$ cat src/shared/gpio_pkg.sv
`default_nettype none
package gpio_pkg;
    // register word index; byte address is four times the index
    localparam logic [5:0] IDX_C_DATA  = 6'h02;
    localparam logic [5:0] IDX_D_DATA  = 6'h03;
    localparam logic [5:0] IDX_C_DIR   = 6'h06;
    localparam logic [5:0] IDX_D_DIR   = 6'h07;
    localparam logic [5:0] IDX_E_DATA  = 6'h08;
    localparam logic [5:0] IDX_E_DIR   = 6'h0c;
    localparam logic [5:0] IDX_CONV    = 6'h10;
    localparam logic [5:0] IDX_PRESCL  = 6'h11;
    localparam logic [5:0] IDX_SER_CTL = 6'h12;
    localparam logic [5:0] IDX_ELS     = 6'h13;

    localparam int PC_W = 6;
    localparam int PORT_W = 8;

    // field positions
    localparam int CLK_OUT_BIT = 7;
    localparam int MCLK_PIN    = 2;
    localparam int TIMER_A_CLK_PIN = 6;
    localparam int TIMER_B_CLK_PIN = 4;
    localparam int SPI_EN_BIT      = 0;
    localparam int MSTR_BIT    = 1;
    localparam int MODF_BIT    = 2;
    localparam int ENSER_BIT   = 3;
    localparam int PS_A_LSB    = 0;
    localparam int PS_B_LSB    = 4;

    // encodings
    localparam logic [4:0] CONV_FIRST_CH = 5'h08;
    localparam logic [2:0] PS_EXT_CLK    = 3'h7;

    // reset values
    localparam logic [7:0] RST_BYTE  = 8'h00;
    localparam logic [7:0] RST_OE_N  = 8'hff;
    localparam logic [31:0] RST_WORD = 32'h0000_0000;
endpackage
`default_nettype wire

$ cat src/rtl/gpio_ports_cde.sv
// Our own choice: the Wishbone interface to the registers.
`timescale 1ns/10ps
`default_nettype none
module gpio_ports_cde
    import gpio_pkg::*;
(
    // clock, reset, enable
    input  wire logic        REF_CLK,
    input  wire logic        SYS_RST,
    input  wire logic        CE,
    // wishbone slave
    input  wire logic        WB_CYC_I,
    input  wire logic        WB_STB_I,
    input  wire logic        WB_WE_I,
    input  wire logic [7:0]  WB_ADR_I,
    input  wire logic [3:0]  WB_SEL_I,
    input  wire logic [31:0] WB_DAT_I,
    output logic      [31:0] WB_DAT_O,
    output logic             WB_ACK_O,
    // port C pads
    input  wire logic [5:0]  C_PAD_IN,
    output logic      [5:0]  C_PAD_OUT,
    output logic      [5:0]  C_PAD_OE_N,
    // port D pads
    input  wire logic [7:0]  D_PAD_IN,
    output logic      [7:0]  D_PAD_OUT,
    output logic      [7:0]  D_PAD_OE_N,
    // port E pads
    input  wire logic [7:0]  E_PAD_IN,
    output logic      [7:0]  E_PAD_OUT,
    output logic      [7:0]  E_PAD_OE_N,
    // peripheral drive
    input  wire logic        SPI_SCK_OUT,
    input  wire logic        SPI_MOSI_OUT,
    input  wire logic        SPI_MISO_OUT,
    input  wire logic [1:0]  TIMER_A_CH_OUT,
    input  wire logic [1:0]  TIMER_A_CH_OE,
    input  wire logic        SERIAL_TX_OUT
);

////////////////////////////////////////////////////////////////////////////
    logic [5:0] port_c_pin_latch;
    logic [5:0] port_c_direction;
    logic       clock_out_enable;
    logic [7:0] port_d_pin_latch;
    logic [7:0] port_d_direction;
    logic [7:0] port_e_pin_latch;
    logic [7:0] port_e_direction;
    logic [4:0] converter_channel_select;
    logic [7:0] prescaler_select;
    logic [3:0] serial_ctl;
    logic [3:0] edge_level_select;
    logic       mclk;

    logic       req;
    logic       wr;
    logic [5:0] idx;
    logic [7:0] wbyte;
    logic [7:0] rd_byte;

    assign req   = WB_CYC_I & WB_STB_I;
    assign idx   = WB_ADR_I[7:2];
    assign wbyte = WB_DAT_I[7:0];
    // write lands on the edge the master samples ack
    assign wr = CE & req & WB_WE_I & WB_ACK_O & WB_SEL_I[0];

////////////////////////////////////////////////////////////////////////////
    logic [5:0] c_own;
    logic [5:0] c_pout;
    logic [7:0] d_own;
    logic [7:0] e_own;
    logic [7:0] e_poe;
    logic [7:0] e_pout;

    port_owner_decode u_owner (
        .conv_sel   (converter_channel_select),
        .presc      (prescaler_select),
        .ser_ctl    (serial_ctl),
        .els        (edge_level_select),
        .clk_out_en (clock_out_enable),
        .mclk       (mclk),
        .sck_out    (SPI_SCK_OUT),
        .mosi_out   (SPI_MOSI_OUT),
        .miso_out   (SPI_MISO_OUT),
        .tch_out    (TIMER_A_CH_OUT),
        .tch_oe     (TIMER_A_CH_OE),
        .tx_out     (SERIAL_TX_OUT),
        .c_own      (c_own),
        .c_pout     (c_pout),
        .d_own      (d_own),
        .e_own      (e_own),
        .e_poe      (e_poe),
        .e_pout     (e_pout)
    );

    logic [5:0] c_rd;
    logic [5:0] c_drv;
    logic [5:0] c_oen;
    logic [5:0] c_read;
    logic [7:0] d_rd;
    logic [7:0] d_drv;
    logic [7:0] d_oen;
    logic [7:0] e_rd;
    logic [7:0] e_drv;
    logic [7:0] e_oen;

    port_pin_mux #(.W(PC_W)) u_mux_c (
        .latch (port_c_pin_latch),
        .dir   (port_c_direction),
        .own   (c_own),
        .poe   (c_own),
        .pout  (c_pout),
        .zero  (6'h00),
        .pin   (C_PAD_IN),
        .rd    (c_rd),
        .drv   (c_drv),
        .oe_n  (c_oen)
    );

    // converter and timer clock pins share one mask: input reads 0
    port_pin_mux #(.W(PORT_W)) u_mux_d (
        .latch (port_d_pin_latch),
        .dir   (port_d_direction),
        .own   (d_own),
        .poe   (8'h00),
        .pout  (8'h00),
        .zero  (d_own),
        .pin   (D_PAD_IN),
        .rd    (d_rd),
        .drv   (d_drv),
        .oe_n  (d_oen)
    );

    port_pin_mux #(.W(PORT_W)) u_mux_e (
        .latch (port_e_pin_latch),
        .dir   (port_e_direction),
        .own   (e_own),
        .poe   (e_poe),
        .pout  (e_pout),
        .zero  (8'h00),
        .pin   (E_PAD_IN),
        .rd    (e_rd),
        .drv   (e_drv),
        .oe_n  (e_oen)
    );

    always_comb begin
        c_read = c_rd;
        c_read[MCLK_PIN] = c_rd[MCLK_PIN] & ~clock_out_enable;
    end

////////////////////////////////////////////////////////////////////////////
    always_comb begin
        unique case (idx)
            IDX_C_DATA:  rd_byte = {2'b00, c_read};
            IDX_D_DATA:  rd_byte = d_rd;
            IDX_C_DIR:   rd_byte = {clock_out_enable, 1'b0,
                                    port_c_direction};
            IDX_D_DIR:   rd_byte = port_d_direction;
            IDX_E_DATA:  rd_byte = e_rd;
            IDX_E_DIR:   rd_byte = port_e_direction;
            IDX_CONV:    rd_byte = {3'b000, converter_channel_select};
            IDX_PRESCL:  rd_byte = prescaler_select;
            IDX_SER_CTL: rd_byte = {4'h0, serial_ctl};
            IDX_ELS:     rd_byte = {4'h0, edge_level_select};
            default:     rd_byte = RST_BYTE;
        endcase
    end

    always_ff @(posedge REF_CLK or posedge SYS_RST) begin
        if (SYS_RST) begin
            WB_ACK_O <= 1'b0;
            WB_DAT_O <= RST_WORD;
        end else if (CE) begin
            WB_ACK_O <= req & ~WB_ACK_O;
            if (req & ~WB_ACK_O) begin
                WB_DAT_O <= {24'h000000, rd_byte};
            end
        end
    end

    // latches take any write regardless of direction
    always_ff @(posedge REF_CLK or posedge SYS_RST) begin
        if (SYS_RST) begin
            port_c_pin_latch <= RST_BYTE[5:0];
            port_d_pin_latch <= RST_BYTE;
            port_e_pin_latch <= RST_BYTE;
        end else if (wr) begin
            if (idx == IDX_C_DATA) begin
                port_c_pin_latch <= wbyte[5:0];
            end
            if (idx == IDX_D_DATA) begin
                port_d_pin_latch <= wbyte;
            end
            if (idx == IDX_E_DATA) begin
                port_e_pin_latch <= wbyte;
            end
        end
    end

    always_ff @(posedge REF_CLK or posedge SYS_RST) begin
        if (SYS_RST) begin
            port_c_direction <= RST_BYTE[5:0];
            clock_out_enable <= 1'b0;
            port_d_direction <= RST_BYTE;
            port_e_direction <= RST_BYTE;
        end else if (wr) begin
            if (idx == IDX_C_DIR) begin
                port_c_direction <= wbyte[5:0];
                clock_out_enable <= wbyte[CLK_OUT_BIT];
            end
            if (idx == IDX_D_DIR) begin
                port_d_direction <= wbyte;
            end
            if (idx == IDX_E_DIR) begin
                port_e_direction <= wbyte;
            end
        end
    end

    always_ff @(posedge REF_CLK or posedge SYS_RST) begin
        if (SYS_RST) begin
            converter_channel_select <= RST_BYTE[4:0];
            prescaler_select <= RST_BYTE;
            serial_ctl <= RST_BYTE[3:0];
            edge_level_select <= RST_BYTE[3:0];
        end else if (wr) begin
            if (idx == IDX_CONV) begin
                converter_channel_select <= wbyte[4:0];
            end
            if (idx == IDX_PRESCL) begin
                prescaler_select <= wbyte;
            end
            if (idx == IDX_SER_CTL) begin
                serial_ctl <= wbyte[3:0];
            end
            if (idx == IDX_ELS) begin
                edge_level_select <= wbyte[3:0];
            end
        end
    end

////////////////////////////////////////////////////////////////////////////
    // pad outputs must leave a flop, so the clock out is REF_CLK / 2
    always_ff @(posedge REF_CLK or posedge SYS_RST) begin
        if (SYS_RST) begin
            mclk <= 1'b0;
        end else if (CE) begin
            mclk <= ~mclk;
        end
    end

    always_ff @(posedge REF_CLK or posedge SYS_RST) begin
        if (SYS_RST) begin
            C_PAD_OUT  <= RST_BYTE[5:0];
            C_PAD_OE_N <= RST_OE_N[5:0];
            D_PAD_OUT  <= RST_BYTE;
            D_PAD_OE_N <= RST_OE_N;
            E_PAD_OUT  <= RST_BYTE;
            E_PAD_OE_N <= RST_OE_N;
        end else if (CE) begin
            C_PAD_OUT  <= c_drv;
            C_PAD_OE_N <= c_oen;
            D_PAD_OUT  <= d_drv;
            D_PAD_OE_N <= d_oen;
            E_PAD_OUT  <= e_drv;
            E_PAD_OE_N <= e_oen;
        end
    end

    logic rd_take;
    assign rd_take = CE & req & ~WB_ACK_O & ~WB_WE_I;
endmodule
`default_nettype wire

$ cat src/rtl/port_owner_decode.sv
`timescale 1ns/10ps
`default_nettype none
module port_owner_decode
    import gpio_pkg::*;
(
    // configuration
    input  wire logic [4:0] conv_sel,
    input  wire logic [7:0] presc,
    input  wire logic [3:0] ser_ctl,
    input  wire logic [3:0] els,
    input  wire logic       clk_out_en,
    input  wire logic       mclk,
    // peripheral drive
    input  wire logic       sck_out,
    input  wire logic       mosi_out,
    input  wire logic       miso_out,
    input  wire logic [1:0] tch_out,
    input  wire logic [1:0] tch_oe,
    input  wire logic       tx_out,
    // ownership per pin
    output logic [5:0]      c_own,
    output logic [5:0]      c_pout,
    output logic [7:0]      d_own,
    output logic [7:0]      e_own,
    output logic [7:0]      e_poe,
    output logic [7:0]      e_pout
);
    function automatic logic ext_clk(input logic [2:0] ps);
        return ps == PS_EXT_CLK;
    endfunction

    logic spi_on;
    logic mstr;
    assign spi_on = ser_ctl[SPI_EN_BIT];
    assign mstr = ser_ctl[MSTR_BIT];

    always_comb begin
        c_own = '0;
        c_pout = '0;
        c_own[MCLK_PIN] = clk_out_en;
        c_pout[MCLK_PIN] = mclk;
        d_own = '0;
        for (int i = 0; i < 7; i++) begin
            d_own[i] = conv_sel == CONV_FIRST_CH + 5'(i);
        end
        d_own[TIMER_A_CLK_PIN] |= ext_clk(presc[PS_A_LSB +: 3]);
        d_own[TIMER_B_CLK_PIN] |= ext_clk(presc[PS_B_LSB +: 3]);
        e_own[7] = spi_on;
        e_poe[7] = mstr;
        e_pout[7] = sck_out;
        e_own[6] = spi_on;
        e_poe[6] = mstr;
        e_pout[6] = mosi_out;
        e_own[5] = spi_on;
        e_poe[5] = ~mstr;
        e_pout[5] = miso_out;
        e_own[4] = spi_on & ~(mstr & ~ser_ctl[MODF_BIT]);
        e_poe[4] = 1'b0;
        e_pout[4] = 1'b0;
        e_own[3] = |els[3:2];
        e_poe[3] = tch_oe[1];
        e_pout[3] = tch_out[1];
        e_own[2] = |els[1:0];
        e_poe[2] = tch_oe[0];
        e_pout[2] = tch_out[0];
        e_own[1] = ser_ctl[ENSER_BIT];
        e_poe[1] = 1'b0;
        e_pout[1] = 1'b0;
        e_own[0] = ser_ctl[ENSER_BIT];
        e_poe[0] = 1'b1;
        e_pout[0] = tx_out;
    end
endmodule
`default_nettype wire

$ cat src/rtl/port_pin_mux.sv
`timescale 1ns/10ps
`default_nettype none
module port_pin_mux #(
    parameter int W = 8
) (
    // software state
    input  wire logic [W-1:0] latch,
    input  wire logic [W-1:0] dir,
    // peripheral ownership
    input  wire logic [W-1:0] own,
    input  wire logic [W-1:0] poe,
    input  wire logic [W-1:0] pout,
    input  wire logic [W-1:0] zero,
    // pad side
    input  wire logic [W-1:0] pin,
    output logic      [W-1:0] rd,
    output logic      [W-1:0] drv,
    output logic      [W-1:0] oe_n
);
    genvar i;
    generate
        for (i = 0; i < W; i++) begin : g_pin
            // direction bit always picks latch on reads, even when owned
            assign rd[i]   = dir[i] ? latch[i] : (zero[i] ? 1'b0 : pin[i]);
            assign drv[i]  = own[i] ? pout[i] : latch[i];
            assign oe_n[i] = own[i] ? ~poe[i] : ~dir[i];
        end
    endgenerate
endmodule
`default_nettype wire

$ cat config.mk
export PLATFORM = sky130hd
export DESIGN_NAME = gpio_ports_cde
export DESIGN_NICKNAME = d
export VERILOG_FILES = /design/src/shared/gpio_pkg.sv /design/src/rtl/gpio_ports_cde.sv /design/src/rtl/port_owner_decode.sv /design/src/rtl/port_pin_mux.sv
export SDC_FILE = /design/constraint.sdc
export NUM_CORES = 1
export LEC_CHECK = 0
export BUFFER_PORTS_ARGS = -buffer_cell sky130_fd_sc_hd__clkbuf_2
export CORE_ASPECT_RATIO = 0.5
export CORE_MARGIN = 8
export CORE_UTILIZATION = 57
export DETAILED_ROUTE_END_ITERATION = 10
export GPL_TIMING_DRIVEN = 0
export PLACE_DENSITY_LB_ADDON = 0.12
export SLEW_MARGIN = 20
export SYNTH_ARGS = -nofsm -noshare
export SYNTH_HDL_FRONTEND = slang
export SYNTH_SLANG_ARGS = --single-unit
$ cat constraint.sdc
create_clock -name REF_CLK -period 5.4 [get_ports REF_CLK]
set_input_delay 0 -clock REF_CLK [delete_from_list [all_inputs] [get_ports REF_CLK]]
set_output_delay 0 -clock REF_CLK [all_outputs]
set_load 0.02 [all_outputs]
==> results of run 1 <==
==> per-layer routing <==
metal | up-vias | track usage | wire length, µm
met5 | - | 0 | 0
met2 | 225 | 0.382 | 7180
met1 | 2253 | 0.342 | 7420
met3 | 21 | 0.104 | 2170
met4 | 0 | 0.0612 | 215
li1 | 2054 | - | -
==> where the power goes <==
group / switching [mW] / internal [mW] / leakage [nW]
clock: 0.398 / 0.807 / 0.300
combinational: 0.111 / 0.0603 / 1.58
sequential: 0.00957 / 0.916 / 1.58
total: 0.519 / 1.78 / 3.46
==> cell usage in the layout, fill, tap and decap left out, types with 17 or more instances in the layout <==
cell        n
dfrtp_1    98
clkbuf_1   17
mux2_2     84
o21ai_0    32
clkbuf_16  17
nand2_1    41
a21oi_1    20
conb_1     24
buf_4      24
dfstp_2    22
nor2_1     34
clkbuf_2   97
==> final timing paths <==
kind | startpoint | endpoint | slack [ns] | cells after the start
worst max-delay path | WB_ACK_O$_DFFE_PP0P_ | port_e_pin_latch[7]$_DFFE_PP0P_ | 3.40 | 3
worst min-delay path | D_PAD_IN[1] | WB_DAT_O[1]$_DFFE_PP0P_ | 0.02 | 4
worst max register to register | WB_ACK_O$_DFFE_PP0P_ | port_e_pin_latch[7]$_DFFE_PP0P_ | 3.40 | 3
worst min register to register | mclk$_DFFE_PP0P_ | mclk$_DFFE_PP0P_ | 0.46 | 1
max in group asynchronous | SYS_RST | E_PAD_OE_N[5]$_DFFE_PP1P_ | 4.49 | 4
min in group asynchronous | SYS_RST | D_PAD_OUT[2]$_DFFE_PP0P_ | 0.16 | 3
==> registers in the layout (all words and copies together), names as in the netlist, 8 cells and up <==
signal	cells
port_d_direction	8
D_PAD_OE_N	8
E_PAD_OUT	8
D_PAD_OUT	8
E_PAD_OE_N	8
port_d_pin_latch	8
port_e_pin_latch	8
port_e_direction	8
WB_DAT_O	8
prescaler_select	8
==> per-stage QoR <==
stage	hold WS (ns)	power, mW
global placement	0.307	1.10
CTS	0.0256	2.31
floorplan	0.117	1.04
finish	0.0200	2.30
detailed placement	0.0486	1.10
global route	0.0453	2.36
==> cell type report <==
class | instances | area [µm²] | share of cell area
repair buffers | 111 | 643 | 0.0883
inverters | 14 | 57.6 | 0.00790
plain buffers | 45 | 263 | 0.0361
well taps | 140 | 175 | 0.0240
clock inverters | 8 | 145 | 0.0199
multi-input cells | 339 | 2490 | 0.342
clock buffers | 24 | 482 | 0.0661
flip-flops and latches | 120 | 3030 | 0.416
==> cells by family (layout without fill, tap and decap cells) <==
group / after synthesis / count (layout) / share of synthesized area
simple gates: 122 / 122 / 0.114
flops: 120 / 120 / 0.527
mux: 104 / 104 / 0.208
xor+xnor: 1 / 1 / 0.00152
compound gates: 88 / 88 / 0.0944
other cells: 1 / 24 / 0.000652
buf+inv: 59 / 202 / 0.0548
==> critical path: stages (launching register included) <==
cell and delay, ns:
dfrtp_1 0.37, nand4_1 0.37, nor4_4 0.72, mux2_2 0.42
==> metrics, run 1 <==
post-synthesis sequential area ratio=0.527; Post-synth EDFFs=0; n_diodes=0; Synth top cells by count=98 x dfrtp_1, 84 x mux2_2, 41 x nand2_1; total leakage power=3.46 nW; CTS tree=yes; Placement Cell Area=6530 µm²; Clock transition at path regs=0.05 ns; Yosys top cell area share=0.426; DRC=0; port bufs=97; Syn Inst Count=495; Pwr Density=316 nW/µm²; CP Class=reg2reg; cell area after synthesis=around 5800 µm²; layout cells sized above 1=0.415; row cnt=26; Initial Util=0.574; vias per std cell=5.68; H-tree Lvls=4; number of global-route vias before repair=4561; startpoint types=flip-flop; Cells after DPL=about 760; post-synth top area cell=dfrtp_1; DRT Wirelength=17.0 mm; cell area after layout=about 7300 µm²; initial antenna violation count=0; final setup TNS=0 ns; fill count=720; Critical Path End Type=flip-flop; largest net degree at the start of global routing=73; worst-skew pair later-pin latency=0.42 ns; asr flop ratio synth=1.00; deepest clock path buffer count=2; Max Clk Rate=between 500 and 600 MHz; RSZ-0062 raised after global routing=no; worst setup margin=3.40 ns; top-count cell post-synth=dfrtp_1; crit path max fanout=8; Critical Path RT=5.70 ns; Yosys cell types=52; routed vias=4553; Final min period=2.00 ns; fin crit share=0.370; GRT Total Usage=0.256; CTS Hold Bufs=13; NumNets Final=728; Synth area leaders=dfrtp_1 43%, mux2_2 16%, dfstp_2 10%; Die X-Extent=between 150 and 200 µm; CTS resizes=0; Top Ports=approximately 160; Final Util=0.727; hold crit path type=in2reg; RePlAce Congestion=0.896; status=complete, no violations; Setup-failing EPs final=0; max_slew headroom=0.464; height of the die=87.0 µm; Area Growth Syn to Fin=26.7%; ys flop type=dfrtp_1; Core ar.=10000 µm²; Final ANT Viol Nets=0; final hold violations=0; Sink Count=120; TritonCTS Buffers=17; FF+latch count, synth=120; First-pass DRT Iterations=5; Post-CTS Setup Inserts=0; drt wl/cell=roughly 21 µm; fin. max-slew vios=0; post-place setup slack=3.35 ns; initial drt markers=roughly 440; Worst-Margin Slew=0.805 ns; crit path DAT=2.29 ns; hpwl dp=12.3 mm; Non-Filler Instances=about 800; Max IR drop VDD=approximately 0.20 mV; first-pass GRT wire length=between 20 and 30 mm; Layout Skew=about 0.0090 ns; Max Cap Viol=0; Root Driver=clkbuf_16; Syn Area/Cell=11.6 µm²; total gr overflow=0; YS warnings=0; die area=13800 µm²
Power figures use the tool's default switching activity.
==> run 2: changes to the inputs <==
Settings changed: CORE_UTILIZATION 57 to 48.
Clock period 5.4 ns to 1.6 ns, I/O delays scaled along.
==> metrics, run 2 (synthesis gave the netlist of run 1 again) <==
vias per std cell=5.37 (was 5.68); Max Clk Rate=624 MHz (was 501 MHz); DRC=0 (unchanged); Critical Path End Type=flip-flop (unchanged); final hold violations=0 (unchanged); n_diodes=0 (unchanged); total leakage power=3.55 nW (was 3.46 nW); hpwl dp=12.9 mm (was 12.3 mm); worst setup margin=-0.00371 ns (was 3.40 ns); Worst-Margin Slew=0.844 ns (was 0.805 ns); Sink Count=120 (unchanged); first-pass GRT wire length=27.2 mm (was 26.0 mm); drt wl/cell=21.0 µm (was 21.2 µm); Final min period=1.60 ns (was 2.00 ns); number of global-route vias before repair=4711 (was 4561); hold crit path type=in2reg (unchanged); routed vias=4485 (was 4553); Critical Path RT=1.89 ns (was 5.70 ns); crit path max fanout=5 (was 8); Switching Share=0.232 (was 0.225); Root Driver=clkbuf_16 (unchanged); slowest CP cell=mux4_2 (was nor4_4); status=finished, violations left (was complete, no violations); reg-to-reg startpoint=serial_ctl[1]$_DFFE_PP0P_ (was WB_ACK_O$_DFFE_PP0P_); deepest clock path buffer count=2 (unchanged); NumNets Final=737 (was 728); RSZ-0062 raised after global routing=yes (was no); critical path cell sequence=mux4_2, nand2_1, a31oi_2, a221o_1 (was nand4_1, nor4_4, mux2_2); crit path from=serial_ctl[1]$_DFFE_PP0P_ (was WB_ACK_O$_DFFE_PP0P_); clock power share=0.513 (was 0.523); CP max stage delay=0.49 ns (was 0.72 ns); initial antenna violation count=1 (was 0); Placement Cell Area=6630 µm² (was 6530 µm²); most common cell after layout, fill and taps aside=clkbuf_2 (was dfrtp_1); Int Power=5.88 mW (was 1.78 mW); GRT Total Usage=0.227 (was 0.256); Cells after DPL=784 (was 756); final setup TNS=-0.00371 ns (was 0 ns); DRT Wirelength=17.5 mm (was 17.0 mm); failing checks=setup timing; Non-Filler Instances=835 (was 801); commonest cells after routing, fill and taps aside=100 x clkbuf_2, 91 x dfrtp_1, 84 x mux2_2, 38 x nand2_1, 32 x nor2_1 (was 98 x dfrtp_1, 97 x clkbuf_2, 84 x mux2_2, 41 x nand2_1, 34 x nor2_1); Max IR drop VDD=0.772 mV (was 0.199 mV); Die X-Extent=171 µm (was 158 µm); height of the die=93.4 µm (was 87.0 µm); fill count=950 (was 720); worst-skew pair later-pin latency=0.41 ns (was 0.42 ns); CTS tree=yes (unchanged); cell area after layout=7540 µm² (was 7290 µm²); max_slew headroom=0.437 (was 0.464); Overall Power=7.65 mW (was 2.30 mW); layout cells sized above 1=0.467 (was 0.415); NetSw=1.78 mW (was 519 µW); reg2reg setup slack=-0.004 ns (was 3.40 ns); die area=16000 µm² (was 13800 µm²); port bufs=97 (unchanged); Initial Util=0.490 (was 0.574); fin crit share=1.00 (was 0.370); crit path DAT=1.89 ns (was 2.29 ns); row cnt=28 (was 26); Final ANT Viol Nets=0 (unchanged); CP Class=reg2reg (unchanged); fin. max-slew vios=0 (unchanged); Top Ports=157 (unchanged); First-pass DRT Iterations=4 (was 5); total gr overflow=0 (unchanged); Pwr Density=1010 nW/µm² (was 316 nW/µm²); RePlAce Congestion=0.888 (was 0.896); Layout Skew=0.00728 ns (was 0.00899 ns); Seq pwr share=0.408 (was 0.402); Max Cap Viol=0 (unchanged); combinational share of power=0.079 (was 0.075); Setup-failing EPs final=1 (was 0); Core ar.=11700 µm² (was 10000 µm²); TritonCTS Buffers=17 (unchanged); worst hold path startpoint=D_PAD_IN[1] (unchanged); Clock transition at path regs=0.05 ns (about the same); largest net degree at the start of global routing=33 (was 73); Area Growth Syn to Fin=31.1% (was 26.7%); startpoint types=flip-flop (unchanged); H-tree Lvls=4 (unchanged); initial drt markers=348 (was 444)
==> run 2: power by group through the flow <==
stage                     sequential [mW]  combinational [mW]  clock [mW]
after global placement               3.17               0.540           0
final                                3.12               0.605        3.92
after CTS                            3.12               0.597        3.97
after global routing                 3.13               0.658        4.09
after detailed placement             3.17               0.567           0
after floorplan                      3.20               0.303           0
==> run 2: per-layer routing <==
metal  vias to the layer above  global-route usage  part of all wire
met5                         -                   0           0.00051
met4                         2              0.0624            0.0092
met3                        18              0.0761              0.11
met2                       205               0.331              0.42
met1                      2203               0.319              0.46
li1                       2057                   -                 -
==> run 2: area by class of cell <==
cell class	instances	area (µm²)	share of cell area
Inverter	14	56.3	0.00747
Timing Repair Buffer	122	759	0.101
Buffer	43	259	0.0343
Clock inverter	8	120	0.0159
Tap cell	165	206	0.0274
Sequential cell	120	3040	0.403
Multi-Input combinational cell	339	2620	0.347
Clock buffer	24	482	0.0639
==> run 2: worst max-delay path: cells and delay by family, from the launching register on <==
family / cells / cell delay, ns
compound gates: 2 / 0.42
flops: 1 / 0.44
mux: 1 / 0.49
simple gates: 1 / 0.12
==> run 2: what timing repair did <==
action | in CTS | in global routing
setup buffers | 6 | 2
pin swaps | 6 | 3
hold buffers | 13 | 0
endpoints found under the hold margin | 132 | 0
endpoints found under the setup margin | 56 | 26
resized for setup | 10 | 27
==> run 2: final timing paths <==
path | end | cells after the start
min | WB_DAT_O[1]$_DFFE_PP0P_ | 4
max | WB_DAT_O[1]$_DFFE_PP0P_ | 4
max reg2reg | WB_DAT_O[1]$_DFFE_PP0P_ | 4
max in group asynchronous | E_PAD_OE_N[4]$_DFFE_PP1P_ | 5
min reg2reg | mclk$_DFFE_PP0P_ | 1
min in group asynchronous | D_PAD_OUT[4]$_DFFE_PP0P_ | 3
==> run 2: through the flow <==
stage	hold WS, ns	utilization	setup slack, ns
floorplan	0.117	-	-0.0421
global placement	0.308	0.558	-0.834
detailed placement	-0.0702	0.564	-0.439
CTS	0.0114	0.633	-0.0380
global route	0.0268	0.643	-0.0156
finish	0.0372	0.643	-0.00371
==> run 3: changes to the inputs <==
Settings changed: REMOVE_ABC_BUFFERS set to 1.
==> metrics, run 3 (synthesis gave the netlist of run 1 again) <==
Overall Power=6.95 mW (was 7.65 mW); Initial Util=0.490 (unchanged); critical path cell sequence=mux4_2, nand2_1, nand4_1, o31a_1 (was mux4_2, nand2_1, a31oi_2, a221o_1); RePlAce Congestion=0.856 (was 0.888); Max Cap Viol=0 (unchanged); commonest cells after routing, fill and taps aside=100 x clkbuf_2, 97 x dfrtp_1, 82 x mux2_2, 38 x nand2_1, 32 x o21ai_0 (was 100 x clkbuf_2, 91 x dfrtp_1, 84 x mux2_2, 38 x nand2_1, 32 x nor2_1); combinational share of power=0.075 (was 0.079); startpoint types=flip-flop (unchanged); Seq pwr share=0.449 (was 0.408); hold crit path type=in2reg (unchanged); Final ANT Viol Nets=0 (unchanged); Final min period=1.58 ns (was 1.60 ns); Pwr Density=961 nW/µm² (was 1010 nW/µm²); Non-Filler Instances=808 (was 835); Cells after DPL=743 (was 784); Int Power=5.26 mW (was 5.88 mW); crit path DAT=1.87 ns (was 1.89 ns); row cnt=28 (unchanged); deepest clock path buffer count=2 (unchanged); worst hold slack=0.0159 ns (was 0.0372 ns); number of global-route vias before repair=4269 (was 4711); DRT Wirelength=15.6 mm (was 17.5 mm); RSZ-0062 raised after global routing=yes (unchanged); clock power share=0.476 (was 0.513); Clock transition at path regs=0.05 ns (about the same); status=complete, no violations (was finished, violations left); Max IR drop VDD=0.669 mV (was 0.772 mV); max_slew headroom=0.566 (was 0.437); CP Class=reg2reg (unchanged); hpwl dp=10.8 mm (was 12.9 mm); first-pass GRT wire length=23.9 mm (was 27.2 mm); Reg area=3030 µm² (was 3040 µm²); Hold Path Depth=4 (unchanged); total leakage power=3.44 nW (was 3.55 nW); DRC=0 (unchanged); Critical Path End Type=flip-flop (unchanged); H-tree Lvls=4 (unchanged); port bufs=103 (was 97); fin. max-slew vios=0 (unchanged); worst setup margin=0.0221 ns (was -0.00371 ns); die area=16000 µm² (unchanged); post-place setup slack=-0.824 ns (was -0.439 ns); CTS tree=yes (unchanged); drt wl/cell=19.3 µm (was 21.0 µm); First-pass DRT Iterations=4 (unchanged); largest net degree at the start of global routing=70 (was 33); fin crit share=0.986 (was 1.00); Area Growth Syn to Fin=25.8% (was 31.1%); Critical Path RT=1.89 ns (about the same); most common cell after layout, fill and taps aside=clkbuf_2 (unchanged); Root Driver=clkbuf_16 (unchanged); final hold violations=0 (unchanged); Layout Skew=0.00929 ns (was 0.00728 ns); crit path max fanout=6 (was 5); R2R depth=4 (unchanged); routed vias=4312 (was 4485); CP max stage delay=0.52 ns (was 0.49 ns); Top Ports=157 (unchanged); vias per std cell=5.34 (was 5.37); Max Clk Rate=634 MHz (was 624 MHz); Core ar.=11700 µm² (unchanged); GRT Total Usage=0.198 (was 0.227); area occupied by multi-input gates=2570 µm² (was 2620 µm²); height of the die=93.4 µm (unchanged); Switching Share=0.244 (was 0.232); slowest CP cell=mux4_2 (unchanged); n_diodes=0 (unchanged); TritonCTS Buffers=17 (unchanged); Sink Count=120 (unchanged); initial antenna violation count=0 (was 1); Setup-failing EPs final=0 (was 1); initial drt markers=338 (was 348); NumNets Final=710 (was 737); Worst-Margin Slew=0.642 ns (was 0.844 ns); NetSw=1.69 mW (was 1.78 mW); final setup TNS=0 ns (was -0.00371 ns); fill count=1007 (was 950); layout cells sized above 1=0.443 (was 0.467); Die X-Extent=171 µm (unchanged); worst-skew pair later-pin latency=0.40 ns (was 0.41 ns); total gr overflow=0 (unchanged)
==> run 3: per-stage QoR <==
step | instance area [µm²] | utilization
after CTS | 7120 | 0.607
after detailed placement | 6350 | 0.541
after global routing | 7240 | 0.617
after floorplan | 5570 | -
after global placement | 6300 | 0.536
final | 7240 | 0.617
==> run 3: cell type report <==
type,instances,share of cell area
multi-input combinational,339,0.355
timing repair buffer,138,0.119
clock inverter,10,0.00778
clock buffer,22,0.0628
inverter,14,0.00795
tap,165,0.0285
sequential,120,0.419
==> run 3: critical path: cells and delay by family (launching register included) <==
family          cells  cell delay [ns]
simple gates        2             0.19
mux                 1             0.52
compound gates      1             0.29
flops               1             0.47
==> run 3: what timing repair did <==
action / in CTS / in global routing
setup endpoints to repair: 70 / 31
buffers inserted: 8 / 12
pin swaps: 5 / 4
endpoints found under the hold margin: 74 / 0
gates resized for setup: 16 / 10
hold buffers: 13 / 0
==> run 3: worst paths after layout <==
| path | slack, ns | start | to |
|---|---|---|---|
| worst max register to register | 0.02 | serial_ctl[3]$_DFFE_PP0P_ | WB_DAT_O[3]$_DFFE_PP0P_ |
| max in group asynchronous | 0.65 | SYS_RST | C_PAD_OE_N[3]$_DFFE_PP1P_ |
| min in group asynchronous | 0.19 | SYS_RST | port_e_pin_latch[0]$_DFFE_PP0P_ |
| worst max-delay path | 0.02 | serial_ctl[3]$_DFFE_PP0P_ | WB_DAT_O[3]$_DFFE_PP0P_ |
| worst min-delay path | 0.02 | C_PAD_IN[5] | WB_DAT_O[5]$_DFFE_PP0P_ |
| worst min register to register | 0.46 | port_d_direction[5]$_DFFE_PP0P_ | D_PAD_OE_N[5]$_DFFE_PP1P_ |
==> run 3: per-layer routing <==
layer / vias up / global-route usage / routed length, µm
met5: - / 0 / 0
met1: 2115 / 0.283 / 7570
met2: 166 / 0.280 / 6500
met3: 16 / 0.0626 / 1340
li1: 2015 / - / -
met4: 0 / 0.0624 / 163
==> run 3: power by group through the flow <==
| stage | combinational [mW] | clock, mW | sequential [mW] |
|---|---|---|---|
| floorplan | 0.201 | 0 | 3.20 |
| global placement | 0.462 | 0 | 3.17 |
| detailed placement | 0.480 | 0 | 3.17 |
| CTS | 0.513 | 3.38 | 3.12 |
| global route | 0.573 | 3.50 | 3.12 |
| finish | 0.525 | 3.31 | 3.12 |
